**src/tbm_pkg.sv**
```systemverilog
// Constants, types and register map of the timer B source and capture block
// Summary of operation
// - Function select bits 0..2, one per channel
// - Select 0: result in main register
// - Select 1: main reads counter, result secondary
// - Secondary result register, 16 bits, measurement only
// - Channel 0 source field bits 2..0 decode
// - Channel 1 source field bits 6..4
// - Channel 2 source field in second register
// - Channel 0 option bit 3 picks selector
// - Channel 1 option bit 7 picks selector
// - Channel 2 option bit 3 picks selector
// - Stopped write loads reload and counter
// - Counting write loads reload, and counter too if it meets an underflow or select 1 capture
// - Prescaler input: peripheral clock or fast oscillator
package tbm_pkg;

    // ****************************************
    // Register map (byte addresses)
    // ****************************************
    localparam int ADDR_W = 12;
    localparam int DATA_W = 16;
    localparam int NCH = 3;
    localparam logic [11:0] ADDR_MAIN0 = 12'h330;
    localparam logic [11:0] ADDR_MAIN1 = 12'h332;
    localparam logic [11:0] ADDR_MAIN2 = 12'h334;
    localparam logic [11:0] ADDR_MODE0 = 12'h33B;
    localparam logic [11:0] ADDR_MODE1 = 12'h33C;
    localparam logic [11:0] ADDR_MODE2 = 12'h33D;
    localparam logic [11:0] ADDR_START = 12'h320;
    localparam logic [11:0] ADDR_SEC0 = 12'h1C0;
    localparam logic [11:0] ADDR_SEC1 = 12'h1C2;
    localparam logic [11:0] ADDR_SEC2 = 12'h1C4;
    localparam logic [11:0] ADDR_FSEL = 12'h1C6;
    localparam logic [11:0] ADDR_SRC_A = 12'h1C8;
    localparam logic [11:0] ADDR_SRC_B = 12'h1C9;
    localparam logic [11:0] ADDR_PRESC = 12'h1CB;

    // ****************************************
    // Field positions and reset values
    // ****************************************
    localparam int SRC_A_CH0_LSB = 0;
    localparam int SRC_A_CH0_OPT = 3;
    localparam int SRC_A_CH1_LSB = 4;
    localparam int SRC_A_CH1_OPT = 7;
    localparam int SRC_B_CH2_LSB = 0;
    localparam int SRC_B_CH2_OPT = 3;
    localparam int MODE_OP_LSB = 0;
    localparam int MODE_MT_LSB = 2;
    localparam int MODE_LEG_LSB = 6;
    localparam int PRESC_SEL_BIT = 0;
    localparam logic [7:0] RST_BYTE = 8'h00;
    localparam logic [15:0] RST_WORD = 16'h0000;
    localparam logic [15:0] RD_ZERO = 16'h0000;

    // ****************************************
    // Encodings
    // ****************************************
    typedef enum logic [2:0] {
        TBM_SRC_DIV1 = 3'h0,
        TBM_SRC_DIV8 = 3'h1,
        TBM_SRC_DIV32 = 3'h2,
        TBM_SRC_DIV64 = 3'h3,
        TBM_SRC_FOSC = 3'h4,
        TBM_SRC_SOSC = 3'h5,
        TBM_SRC_SUB32 = 3'h6,
        TBM_SRC_NONE = 3'h7
    } tbm_src_t;

    typedef enum logic [1:0] {
        TBM_OP_TIMER = 2'h0,
        TBM_OP_EVENT = 2'h1,
        TBM_OP_MEAS = 2'h2,
        TBM_OP_RSVD = 2'h3
    } tbm_op_t;

    // Measurement kinds: period fall-fall, period rise-rise, width any edge
    localparam logic [1:0] MT_FALL = 2'h0;
    localparam logic [1:0] MT_RISE = 2'h1;
    localparam int NSRC = 7;

    typedef struct packed {
        logic start;
        logic func_sel;
        logic new_opt;
        logic [2:0] new_src;
        logic [1:0] legacy;
        tbm_op_t op;
        logic [1:0] mtype;
    } tbm_cfg_t;

    typedef struct packed {
        logic [15:0] counter;
        logic [15:0] reload;
        logic [15:0] secondary;
    } tbm_view_t;

endpackage

```
**src/tbm_top.sv**
```systemverilog
// Timer B group: register file, prescaler and three channels
//
// Our own choice: the plain strobed port.
`timescale 1ns/1ps
module tbm_top import tbm_pkg::*; (
    input wire logic clk,
    input wire logic reset,
    input wire logic [ADDR_W-1:0] addr,
    input wire logic [DATA_W-1:0] wdata,
    input wire logic wr,
    input wire logic rd,
    output logic [DATA_W-1:0] rdata,
    input wire logic fast_onchip_osc,
    input wire logic slow_onchip_osc,
    input wire logic subclock_div32,
    input wire logic [NCH-1:0] event_in,
    input wire logic [NCH-1:0] meas_in,
    output logic [NCH-1:0] done
);
    logic [7:0] mode_q [NCH];
    logic [7:0] src_a_q;
    logic [7:0] src_b_q;
    logic [7:0] fsel_q;
    logic [7:0] start_q;
    logic [7:0] presc_q;
    logic [DATA_W-1:0] rdata_q;
    logic [DATA_W-1:0] rdata_d;
    logic [NSRC-1:0] src_tick;
    logic [NCH-1:0] wr_main;
    tbm_cfg_t cfg [NCH];
    tbm_view_t view [NCH];
    logic [2:0] new_src [NCH];
    logic [NCH-1:0] new_opt;
    logic [11:0] main_addr [NCH];
    logic [11:0] mode_addr [NCH];
    logic [11:0] sec_addr [NCH];

    assign main_addr = '{ADDR_MAIN0, ADDR_MAIN1, ADDR_MAIN2};
    assign mode_addr = '{ADDR_MODE0, ADDR_MODE1, ADDR_MODE2};
    assign sec_addr = '{ADDR_SEC0, ADDR_SEC1, ADDR_SEC2};

    // ****************************************
    // Register writes
    // ****************************************
    always_ff @(posedge clk) begin
        if (reset) begin
            src_a_q <= RST_BYTE;
            src_b_q <= RST_BYTE;
            fsel_q <= RST_BYTE;
            start_q <= RST_BYTE;
            presc_q <= RST_BYTE;
        end else if (wr) begin
            case (addr)
                ADDR_SRC_A: src_a_q <= wdata[7:0];
                ADDR_SRC_B: src_b_q <= wdata[7:0];
                // one select bit per channel, upper bits read zero
                ADDR_FSEL: fsel_q <= {5'h00, wdata[2:0]};
                ADDR_START: start_q <= {5'h00, wdata[2:0]};
                ADDR_PRESC: presc_q <= {7'h00, wdata[PRESC_SEL_BIT]};
                default: ;
            endcase
        end
    end

    genvar gi;
    generate
        for (gi = 0; gi < NCH; gi++) begin : g_mode
            always_ff @(posedge clk) begin
                if (reset) begin
                    mode_q[gi] <= RST_BYTE;
                end else if (wr && addr == mode_addr[gi]) begin
                    mode_q[gi] <= wdata[7:0];
                end
            end
            assign wr_main[gi] = wr && (addr == main_addr[gi]);
        end
    endgenerate

    // ****************************************
    // Per-channel configuration
    // ****************************************
    // channel 1 field bits 6..4
    // channel 2 field in second register
    assign new_src[0] = src_a_q[SRC_A_CH0_LSB +: 3];
    assign new_src[1] = src_a_q[SRC_A_CH1_LSB +: 3];
    assign new_src[2] = src_b_q[SRC_B_CH2_LSB +: 3];
    assign new_opt = {src_b_q[SRC_B_CH2_OPT], src_a_q[SRC_A_CH1_OPT], src_a_q[SRC_A_CH0_OPT]};

    generate
        for (gi = 0; gi < NCH; gi++) begin : g_ch
            assign cfg[gi] = '{
                start: start_q[gi],
                func_sel: fsel_q[gi],
                new_opt: new_opt[gi],
                new_src: new_src[gi],
                legacy: mode_q[gi][MODE_LEG_LSB +: 2],
                op: tbm_op_t'(mode_q[gi][MODE_OP_LSB +: 2]),
                mtype: mode_q[gi][MODE_MT_LSB +: 2]
            };
            tbm_chan u_chan (
                .clk(clk),
                .reset(reset),
                .cfg(cfg[gi]),
                .src_tick(src_tick),
                .event_in(event_in[gi]),
                .meas_in(meas_in[gi]),
                .wr_main(wr_main[gi]),
                .wdata(wdata),
                .view(view[gi]),
                .done_q(done[gi])
            );
        end
    endgenerate

    tbm_presc u_presc (
        .clk(clk),
        .reset(reset),
        .presc_sel(presc_q[PRESC_SEL_BIT]),
        .fast_onchip_osc(fast_onchip_osc),
        .slow_onchip_osc(slow_onchip_osc),
        .subclock_div32(subclock_div32),
        .src_tick(src_tick)
    );

    // ****************************************
    // Read path
    // ****************************************
    // Reads have no side effects anywhere; unmapped reads return zero
    always_comb begin
        rdata_d = RD_ZERO;
        case (addr)
            ADDR_SRC_A: rdata_d = {8'h00, src_a_q};
            ADDR_SRC_B: rdata_d = {8'h00, src_b_q};
            ADDR_FSEL: rdata_d = {8'h00, fsel_q};
            ADDR_START: rdata_d = {8'h00, start_q};
            ADDR_PRESC: rdata_d = {8'h00, presc_q};
            default: ;
        endcase
        for (int i = 0; i < NCH; i++) begin
            if (addr == mode_addr[i]) begin
                rdata_d = {8'h00, mode_q[i]};
            end
            // main register view depends on select bit
            if (addr == main_addr[i]) begin
                if (cfg[i].op == TBM_OP_MEAS && !fsel_q[i]) begin
                    rdata_d = view[i].reload;
                end else begin
                    rdata_d = view[i].counter;
                end
            end
            // secondary read-only, writes fall to default
            if (addr == sec_addr[i]) begin
                rdata_d = view[i].secondary;
            end
        end
    end

    always_ff @(posedge clk) begin
        if (reset) begin
            rdata_q <= RD_ZERO;
        end else if (rd) begin
            rdata_q <= rdata_d;
        end else begin
            rdata_q <= RD_ZERO;
        end
    end

    assign rdata = rdata_q;
endmodule

```
**src/tbm_presc.sv**
```systemverilog
// Shared prescaler producing one-cycle count-source ticks
`timescale 1ns/1ps
module tbm_presc import tbm_pkg::*; (
    input wire logic clk,
    input wire logic reset,
    input wire logic presc_sel,
    input wire logic fast_onchip_osc,
    input wire logic slow_onchip_osc,
    input wire logic subclock_div32,
    output logic [NSRC-1:0] src_tick
);
    logic [5:0] div_q;
    logic base_tick;

    // ****************************************
    // Prescaler input select
    // ****************************************
    // base clock choice
    assign base_tick = presc_sel ? fast_onchip_osc : 1'b1;

    always_ff @(posedge clk) begin
        if (reset) begin
            div_q <= 6'h00;
        end else if (base_tick) begin
            div_q <= div_q + 6'h01;
        end
    end

    // Ticks mark the last base tick of each division period
    always_comb begin
        src_tick = '0;
        src_tick[TBM_SRC_DIV1] = base_tick;
        src_tick[TBM_SRC_DIV8] = base_tick && (div_q[2:0] == 3'h7);
        src_tick[TBM_SRC_DIV32] = base_tick && (div_q[4:0] == 5'h1F);
        src_tick[TBM_SRC_DIV64] = base_tick && (div_q == 6'h3F);
        src_tick[TBM_SRC_FOSC] = fast_onchip_osc;
        src_tick[TBM_SRC_SOSC] = slow_onchip_osc;
        src_tick[TBM_SRC_SUB32] = subclock_div32;
    end
endmodule

```
**src/tbm_chan.sv**
```systemverilog
// One timer B channel: source choice, counter and measurement capture
`timescale 1ns/1ps
module tbm_chan import tbm_pkg::*; (
    input wire logic clk,
    input wire logic reset,
    input tbm_cfg_t cfg,
    input wire logic [NSRC-1:0] src_tick,
    input wire logic event_in,
    input wire logic meas_in,
    input wire logic wr_main,
    input wire logic [15:0] wdata,
    output tbm_view_t view,
    output logic done_q
);
    logic [15:0] counter_q;
    logic [15:0] reload_q;
    logic [15:0] secondary_q;
    logic meas_prev_q;
    logic [2:0] sel;
    logic tick;
    logic edge_hit;

    // ****************************************
    // Count source choice
    // ****************************************
    // option bit picks new field or legacy field
    always_comb begin
        if (cfg.new_opt) begin
            sel = cfg.new_src;
        end else begin
            case (cfg.legacy)
                2'h0: sel = TBM_SRC_DIV1;
                2'h1: sel = TBM_SRC_DIV8;
                2'h2: sel = TBM_SRC_DIV32;
                default: sel = TBM_SRC_SUB32;
            endcase
        end
    end

    // code decode; code 111 simply never ticks
    // selection is combinational, counter untouched on change
    assign tick = (cfg.op == TBM_OP_EVENT) ? event_in : ((sel == TBM_SRC_NONE) ? 1'b0 : src_tick[sel]);

    always_comb begin
        case (cfg.mtype)
            MT_FALL: edge_hit = meas_prev_q && !meas_in;
            MT_RISE: edge_hit = !meas_prev_q && meas_in;
            default: edge_hit = meas_prev_q ^ meas_in;
        endcase
    end

    // ****************************************
    // Counter and capture
    // ****************************************
    always_ff @(posedge clk) begin
        if (reset) begin
            meas_prev_q <= 1'b0;
        end else begin
            meas_prev_q <= meas_in;
        end
    end

    always_ff @(posedge clk) begin
        if (reset) begin
            counter_q <= RST_WORD;
            reload_q <= RST_WORD;
            secondary_q <= RST_WORD;
            done_q <= 1'b0;
        end else begin
            done_q <= 1'b0;
            if (wr_main) begin
                // running write goes to reload, and to counter only on a coincident underflow or select 1 capture
                reload_q <= wdata;
                if (!cfg.start) begin
                    counter_q <= wdata;
                end
            end
            if (cfg.start && cfg.op == TBM_OP_MEAS) begin
                if (edge_hit) begin
                    done_q <= 1'b1;
                    if (cfg.func_sel) begin
                        // result to secondary, counter restarts from reload
                        secondary_q <= counter_q;
                        counter_q <= wr_main ? wdata : reload_q;
                    end else begin
                        // result held where the main register reads
                        if (!wr_main) begin
                            reload_q <= counter_q;
                        end
                        counter_q <= RST_WORD;
                    end
                end else if (tick) begin
                    counter_q <= counter_q + 16'h0001;
                end
            end else if (cfg.start && tick) begin
                if (counter_q == RST_WORD) begin
                    counter_q <= wr_main ? wdata : reload_q;
                    done_q <= 1'b1;
                end else begin
                    counter_q <= counter_q - 16'h0001;
                end
            end
        end
    end

    assign view = '{counter: counter_q, reload: reload_q, secondary: secondary_q};
endmodule

```
**config.mk**
```make
export PLATFORM = sky130hd
export DESIGN_NAME = tbm_top
export DESIGN_NICKNAME = d
export VERILOG_FILES = /design/src/tbm_pkg.sv /design/src/tbm_top.sv /design/src/tbm_presc.sv /design/src/tbm_chan.sv
export SDC_FILE = /design/constraint.sdc
export NUM_CORES = 1
export LEC_CHECK = 0
export BUFFER_PORTS_ARGS = -buffer_cell sky130_fd_sc_hd__buf_2
export CAP_MARGIN = 10
export CORE_AREA = 5 5 200 202
export DETAILED_ROUTE_END_ITERATION = 12
export DIE_AREA = 0 0 205 207
export PLACE_DENSITY_LB_ADDON = 0.1
export SETUP_SLACK_MARGIN = 0.3
export SYNTH_ARGS = -nofsm -noshare
export SYNTH_HDL_FRONTEND = slang
export SYNTH_SLANG_ARGS = --single-unit
```
**constraint.sdc**
```tcl
create_clock -name clk -period 3.2 [get_ports clk]
set_input_delay 0.48 -clock clk [delete_from_list [all_inputs] [get_ports clk]]
set_output_delay 0.48 -clock clk [all_outputs]
set_load 0.03 [all_outputs]
```
Word-level counts from Yosys, hierarchy flattened --
Memory sizes are Yosys's and may differ from the RTL's. Index checks and enable logic that the tools add are counted. W data, S select, Z words.
Storage, ports and cells: register bits after elaboration 195, RAM bits 24, input bits 41, output and inout port bits 19, logic and storage cells 226, memories 1
Memory list:
- mode_q | depth 3, width 8, read ports 3, clocked after memory_dff 0, write ports 3, RTL line tbm_top.sv:20 | logic [7:0] mode_q [NCH];
Cells by class: add/sub/neg operators 7, magnitude comparators 3, equal/unequal tests 35, muxes and demuxes 100, bitwise logic cells 7, reduce and logical (&&, ||, !) cells 51
Operators by type and width (count):
- $mux W16 | 51
- $eq A12 B10 Y1 const B | 7
- $eq A12 B9 Y1 const B | 7
- $add A16 B1 Y16 const B | 3
- $logic_not A16 Y1 | 3
- $sub A16 B1 Y16 const B | 3
- $pmux W8 S5 | 1
- $mux W1 | 33
- $pmux W3 S3 | 3
- $logic_and A1 B1 Y1 | 24
- $mux W8 | 3
- $eq A2 B1 Y1 const B | 9
- $eq A2 B2 Y1 const B | 6
- $eq A3 B3 Y1 const B | 4
- $logic_not A2 Y1 | 6
- $lt A3 B4 Y1 const B | 3
- $reduce_and A2 Y1 | 5
- $bmux W1 S3 | 3
- $logic_not A1 Y1 | 9
- $mux W3 | 3
- $reduce_and A3 Y1 | 3
- $add A6 B1 Y6 const B | 1
- $eq A6 B6 Y1 const B | 1
- $pmux W1 S2 | 3
- 5 further kinds | 9

Longest topological paths before layout --
An unclocked memory read counts as a cell.
depth after elaboration 12, gate-level depth with buffers 14, gate-level depth less buffers 12

Modules after synthesis --
From an unflattened synthesis, not the netlist that was laid out.
Unflattened totals: cells, all modules 2155, area total of the unflattened synthesis 16044.1 µm²
Modules (own cells, without submodules):
- tbm_chan | instances 3, cells an instance 546, area each 3827.4 µm², sequential area each 1001.0 µm²
- tbm_top | instances 1, cells an instance 481, area each 4202.8 µm², sequential area each 1501.4 µm²
- tbm_presc | instances 1, cells an instance 36, area each 359.1 µm², sequential area each 120.1 µm²

Worst setup path after synthesis --
No wires, ideal clock.
path kind input port to flip-flop, start point input port addr[11], end point memory mode_q[2][0] (enable), library setup time 329 ps, arrival time 2332 ps, required time 2871 ps, setup slack 539 ps, cell stages on the path 7, path buffers 1, cell sequence nor4bb_1 clkbuf_1 and2_1 nand2_1 nor4_1 nand2_1 nand2_1
RTL lines:
- from (decl) | RTL line tbm_top.sv:8 | input wire logic [ADDR_W-1:0] addr,
- to (decl) | RTL line tbm_top.sv:20

Final worst setup path --
start point register u_presc.div_q[0], end point register g_ch[2].u_chan.counter_q[5]
Between the ends: word-level cells in the longest chain between the ends 9, elaborated cells on any way between the ends 15, those cells by class eq/ne (3); mux (8); reduce/logical (4)
Ends and longest elaborated chain:
- from (decl) | RTL line tbm_presc.sv:12 | logic [5:0] div_q;
- from (signal assigned) | RTL line tbm_presc.sv:25 | div_q <= div_q + 6'h01;
- $eq A6 B6 Y1, or another cell as far along | RTL line tbm_presc.sv:35 | src_tick[TBM_SRC_DIV64] = base_tick && (div_q == 6'h3F);
- $logic_and A1 B1 Y1, on equally long branches | RTL line tbm_presc.sv:35, tbm_presc.sv:33, tbm_presc.sv:34
- $bmux W1 S3 * | RTL line tbm_chan.sv:42 | assign tick = (cfg.op == TBM_OP_EVENT) ? event_in : ((sel == TBM_SRC_NONE) ? 1'b0 : src_tick[sel]);
- $mux W1 (implied by the code) * | RTL line tbm_chan.sv:42
- $mux W1 * (2 in series) | RTL line tbm_chan.sv:42
- $mux W16 or $logic_and A1 B1 Y1 (tied branches) | RTL line tbm_chan.sv:92, tbm_chan.sv:95
- $mux W16, on equally long branches | RTL line tbm_chan.sv:79, tbm_chan.sv:95
- $mux W16 * | RTL line tbm_chan.sv:78 | if (cfg.start && cfg.op == TBM_OP_MEAS) begin
- to (signal assigned) | RTL line tbm_chan.sv:84 | counter_q <= wr_main ? wdata : reload_q;
- to (signal assigned) | RTL line tbm_chan.sv:93 | counter_q <= counter_q + 16'h0001;
- to (signal assigned) | RTL line tbm_chan.sv:97 | counter_q <= wr_main ? wdata : reload_q;
- to (decl) | RTL line tbm_chan.sv:15 | logic [15:0] counter_q;
Every way passes the cells marked *; elsewhere a longest branch is shown, timed or not. The select of a mux whose other input is x is not followed. A chain may end at the register's enable or synchronous reset.

==> flow_summary_export.csv <==
group,metric,value,unit
outcome,status,"completed",
critical_path,reg2reg_depth,12,
timing,finalCriticalPeriod,2.78,ns
global_route,grt_max_degree,159,
placed_design,dpl.hpwl,42000,µm
hold_path,holdCritStartpoint,"meas_in[2]",
critical_path,startpoint,"u_presc.div_q[0]$_SDFFE_PP0P_",
timing,fmax,360,MHz
critical_path,reg2reg_slack,0.42,ns
timing,setup_ws,0.423,ns
route,wirelength,58400,µm
global_route,grt_pass1_wl,88700,µm
hold_path,holdPathStages,3,
flow_run,cap_violations,0,
synth,synth_top_area_cell,"dfxtp_1",
synth,syn-num-nets,2055,
clocking,cts_sinks,219,
route,routedWlPerCell,22.9,µm
critical_path,cp_max_fo,7,
clocking,clockBufferDepth,3,
placed_design,gp_congestion,0.902,
hold_path,min_path_type,"input port to register",
route,dr_total_vias,15324,
final_layout,n_antenna_cell,0,
route,dr.pass1.iters,6,
synth,synth-async-reset-ratio,0,%
route,drt_iter0_drc,1497,
critical_path,regToRegEndpoint,"g_ch[2].u_chan.counter_q[5]$_SDFF_PP0_",
critical_path,cp.arrival,3.22,ns
placed_design,dp_slack,0.294,ns
pwr,total_power,0.00681,W
critical_path,required,3.65,ns
synth,synth_ff_type,"dfxtp_1",
floorplanning,initial_core_util,39.1,%
synth,yosys-top-cells-area,"dfxtp_1, mux2i_1, nand2_1",
clocking,worstSkewPairLatency,0.57,ns
global_route,antenna_found_initial,1,
synth,yosys-top-cells-count,"nand2_1, dfxtp_1, a21oi_1",
synth,syn_inst,1996,
pwr,power_leakage,6.82,nW
clocking,htreeDepth,1,
route,drt-vias-per-instance,6.01,
hold_path,min_to,"g_ch[2].u_chan.meas_prev_q$_SDFF_PP0_",
synth,synth.avg_cell_area,7.47,µm²
critical_path,r2r_start,"u_presc.div_q[0]$_SDFFE_PP0P_",
floorplanning,core,38100,µm²
final_layout,fillers,3888,
clocking,cts_root_buffer,"clkbuf_16",
timing,hold_viol,0,
global_route,gr-total-overflow,0,
critical_path,crit_type,"register to register",
timing,slew_headroom,40.6,%
timing,tightest_slew,0.889,ns
floorplanning,fp-row-count,72,
final_layout,fin_util,45.1,%
synth,yosys.cell_types.count,75,
floorplanning,die_width,205,µm
clocking,postCtsHoldBufs,0,
synth,synth_enable_flop_cells,24,
critical_path,end_kind,"register",
floorplanning,die_y,207,µm
final_layout,final_nets,2069,
critical_path,cp-start-kind,"register",
timing,setup_viol,0,
timing,skew,0.0171,ns
placed_design,port_buffers,59,
synth,synth_most_common_cell,"nand2_1",
synth,yosysSeqAreaShare,31.0,%
global_route,grt_pass1_vias,14367,
timing,rsz0062_at_grt,"false",
clocking,cts_buffers,29,
global_route,grtUsageTotal,26.4,%
final_layout,layout-drive-gt1-share,14.3,%
synth,ys_seq_elements,219,
timing,slew_viol_final,0,
route,drcViolationCount,0,
final_layout,syn2layout_area_growth,15.3,%
synth,synth_warnings,0,
pwr,powerDensity,396,nW/µm²
synth,synth_area,14900,µm²
clocking,cts_tree,"built",
synth,synth.top_cell.area_share,26.2,%
route,antenna_left,0,
floorplanning,dieArea,42400,µm²
floorplanning,ioPinCount,60,
timing,tns,0,ns
timing,finalCritPeriodShare,86.8,%
pwr,vdd.ir_drop.worst,0.000355,V
clocking,clkSlewWorstSetupHoldPaths,0.06,ns
-- worst max path at each step --
stage	to	slack, ns	cells after the start
floorplan	mode_q[2][0]$_SDFFCE_PN0P_	0.54	7
global placement	rdata[2]$_SDFF_PP0_	0.31	8
detailed placement	g_ch[1].u_chan.counter_q[4]$_SDFF_PP0_	0.29	10
CTS	g_ch[0].u_chan.counter_q[11]$_SDFF_PP0_	0.31	12
global route	g_ch[0].u_chan.counter_q[8]$_SDFF_PP0_	0.27	14
finish	g_ch[2].u_chan.counter_q[5]$_SDFF_PP0_	0.42	12
-- state kept, by name (all words and copies together) (netlist names) --
signal                   cells
g_ch.u_chan.counter_q       48
fsel_q                       3
src_a_q                      8
src_b_q                      8
g_ch.u_chan.reload_q        48
u_presc.div_q                6
mode_q                      24
presc_q                      1
g_ch.u_chan.done_q           3
rdata                       16
g_ch.u_chan.meas_prev_q      3
g_ch.u_chan.secondary_q     48
start_q                      3
-- metrics by stage --
stage          cell area (µm²)  hold slack, ns  cells
6_report                 17200           0.170   2549
5_1_grt                  17200           0.183   2549
4_1_cts                  17100           0.159   2543
3_5_place_dp             16000           0.445   2491
3_3_place_gp             16000           0.437   2491
2_1_floorplan            14900           0.425   1996
-- cells by family after synthesis --
group	count (synthesis)	share of synthesized area, %
AOI/OAI and AO/OA	540	23.0
xor gates and xnor gates	38	2.23
adders and majority gates	18	1.51
buffers and inverters	225	5.87
DFF	219	31.0
muxes	162	11.1
and+or+nand+nor	794	25.3
-- repair_timing --
action,4_1_cts,5_1_grt
cloned,0,2
pin swaps,0,4
setup buffers,0,4
hold endpoints to repair,0,0
gates resized for setup,1,17
endpoints found under the setup margin,1,36
-- power breakdown --
part	switching, W	total (W)	internal (W)	leakage (nW)
Clock	0.00134	0.00352	0.00217	0.503
Combinational	0.000325	0.000470	0.000145	4.52
Sequential	0.0000245	0.00282	0.00280	1.80
-- cells in the final DEF (no fill, tap or decap), types with 9 or more instances in the layout --
cell         n
o21ai_0     77
a221oi_1    12
nor2_1     170
mux2i_1    140
buf_4      109
a31oi_1     46
ha_1        17
or2_2       11
or3_1       12
and3_1      26
xnor2_1     22
a211oi_1    62
o221ai_1    11
o22ai_1     28
a222oi_1    12
inv_1       29
o211ai_1    18
a21oi_1    184
nand3_1     47
nor4_1      18
nand2b_1    19
nand4_1     18
edfxtp_1    24
buf_2       60
o21a_1       9
nor3b_1      9
mux2_2      22
nor3_1      41
dfxtp_1    194
clkbuf_16   31
and2_1      44
a22oi_1     11
nor2b_1     28
nand2_1    308
xor2_1      16
-- per-layer routing --
layer  track usage, %  share of wire [%]
met2             41.9                 46
met3             2.72                6.6
met1             37.5                 44
met4             8.64                3.5
met5                0                  0
-- layout make-up --
cell class,count,area (µm²),area share (%)
clock buffers,39,886,5.15
clock inverters,13,156,0.910
inverters,30,113,0.655
multi-input cells,1552,9500,55.3
flip-flops and latches,219,4630,26.9
well taps,518,648,3.77
repair buffers,178,1260,7.35
-- critical path: stages, from the launching register on --
cell	delay, ns
dfxtp_1	0.34
ha_1	0.24
nand3_2	0.12
inv_1	0.06
ha_2	0.20
a222oi_1	0.33
o22a_2	0.28
o31ai_4	0.11
and2_2	0.29
buf_4	0.18
nor2_1	0.09
a21oi_1	0.04
a2111oi_0	0.39
No activity file was read; power rests on OpenSTA's default activity.
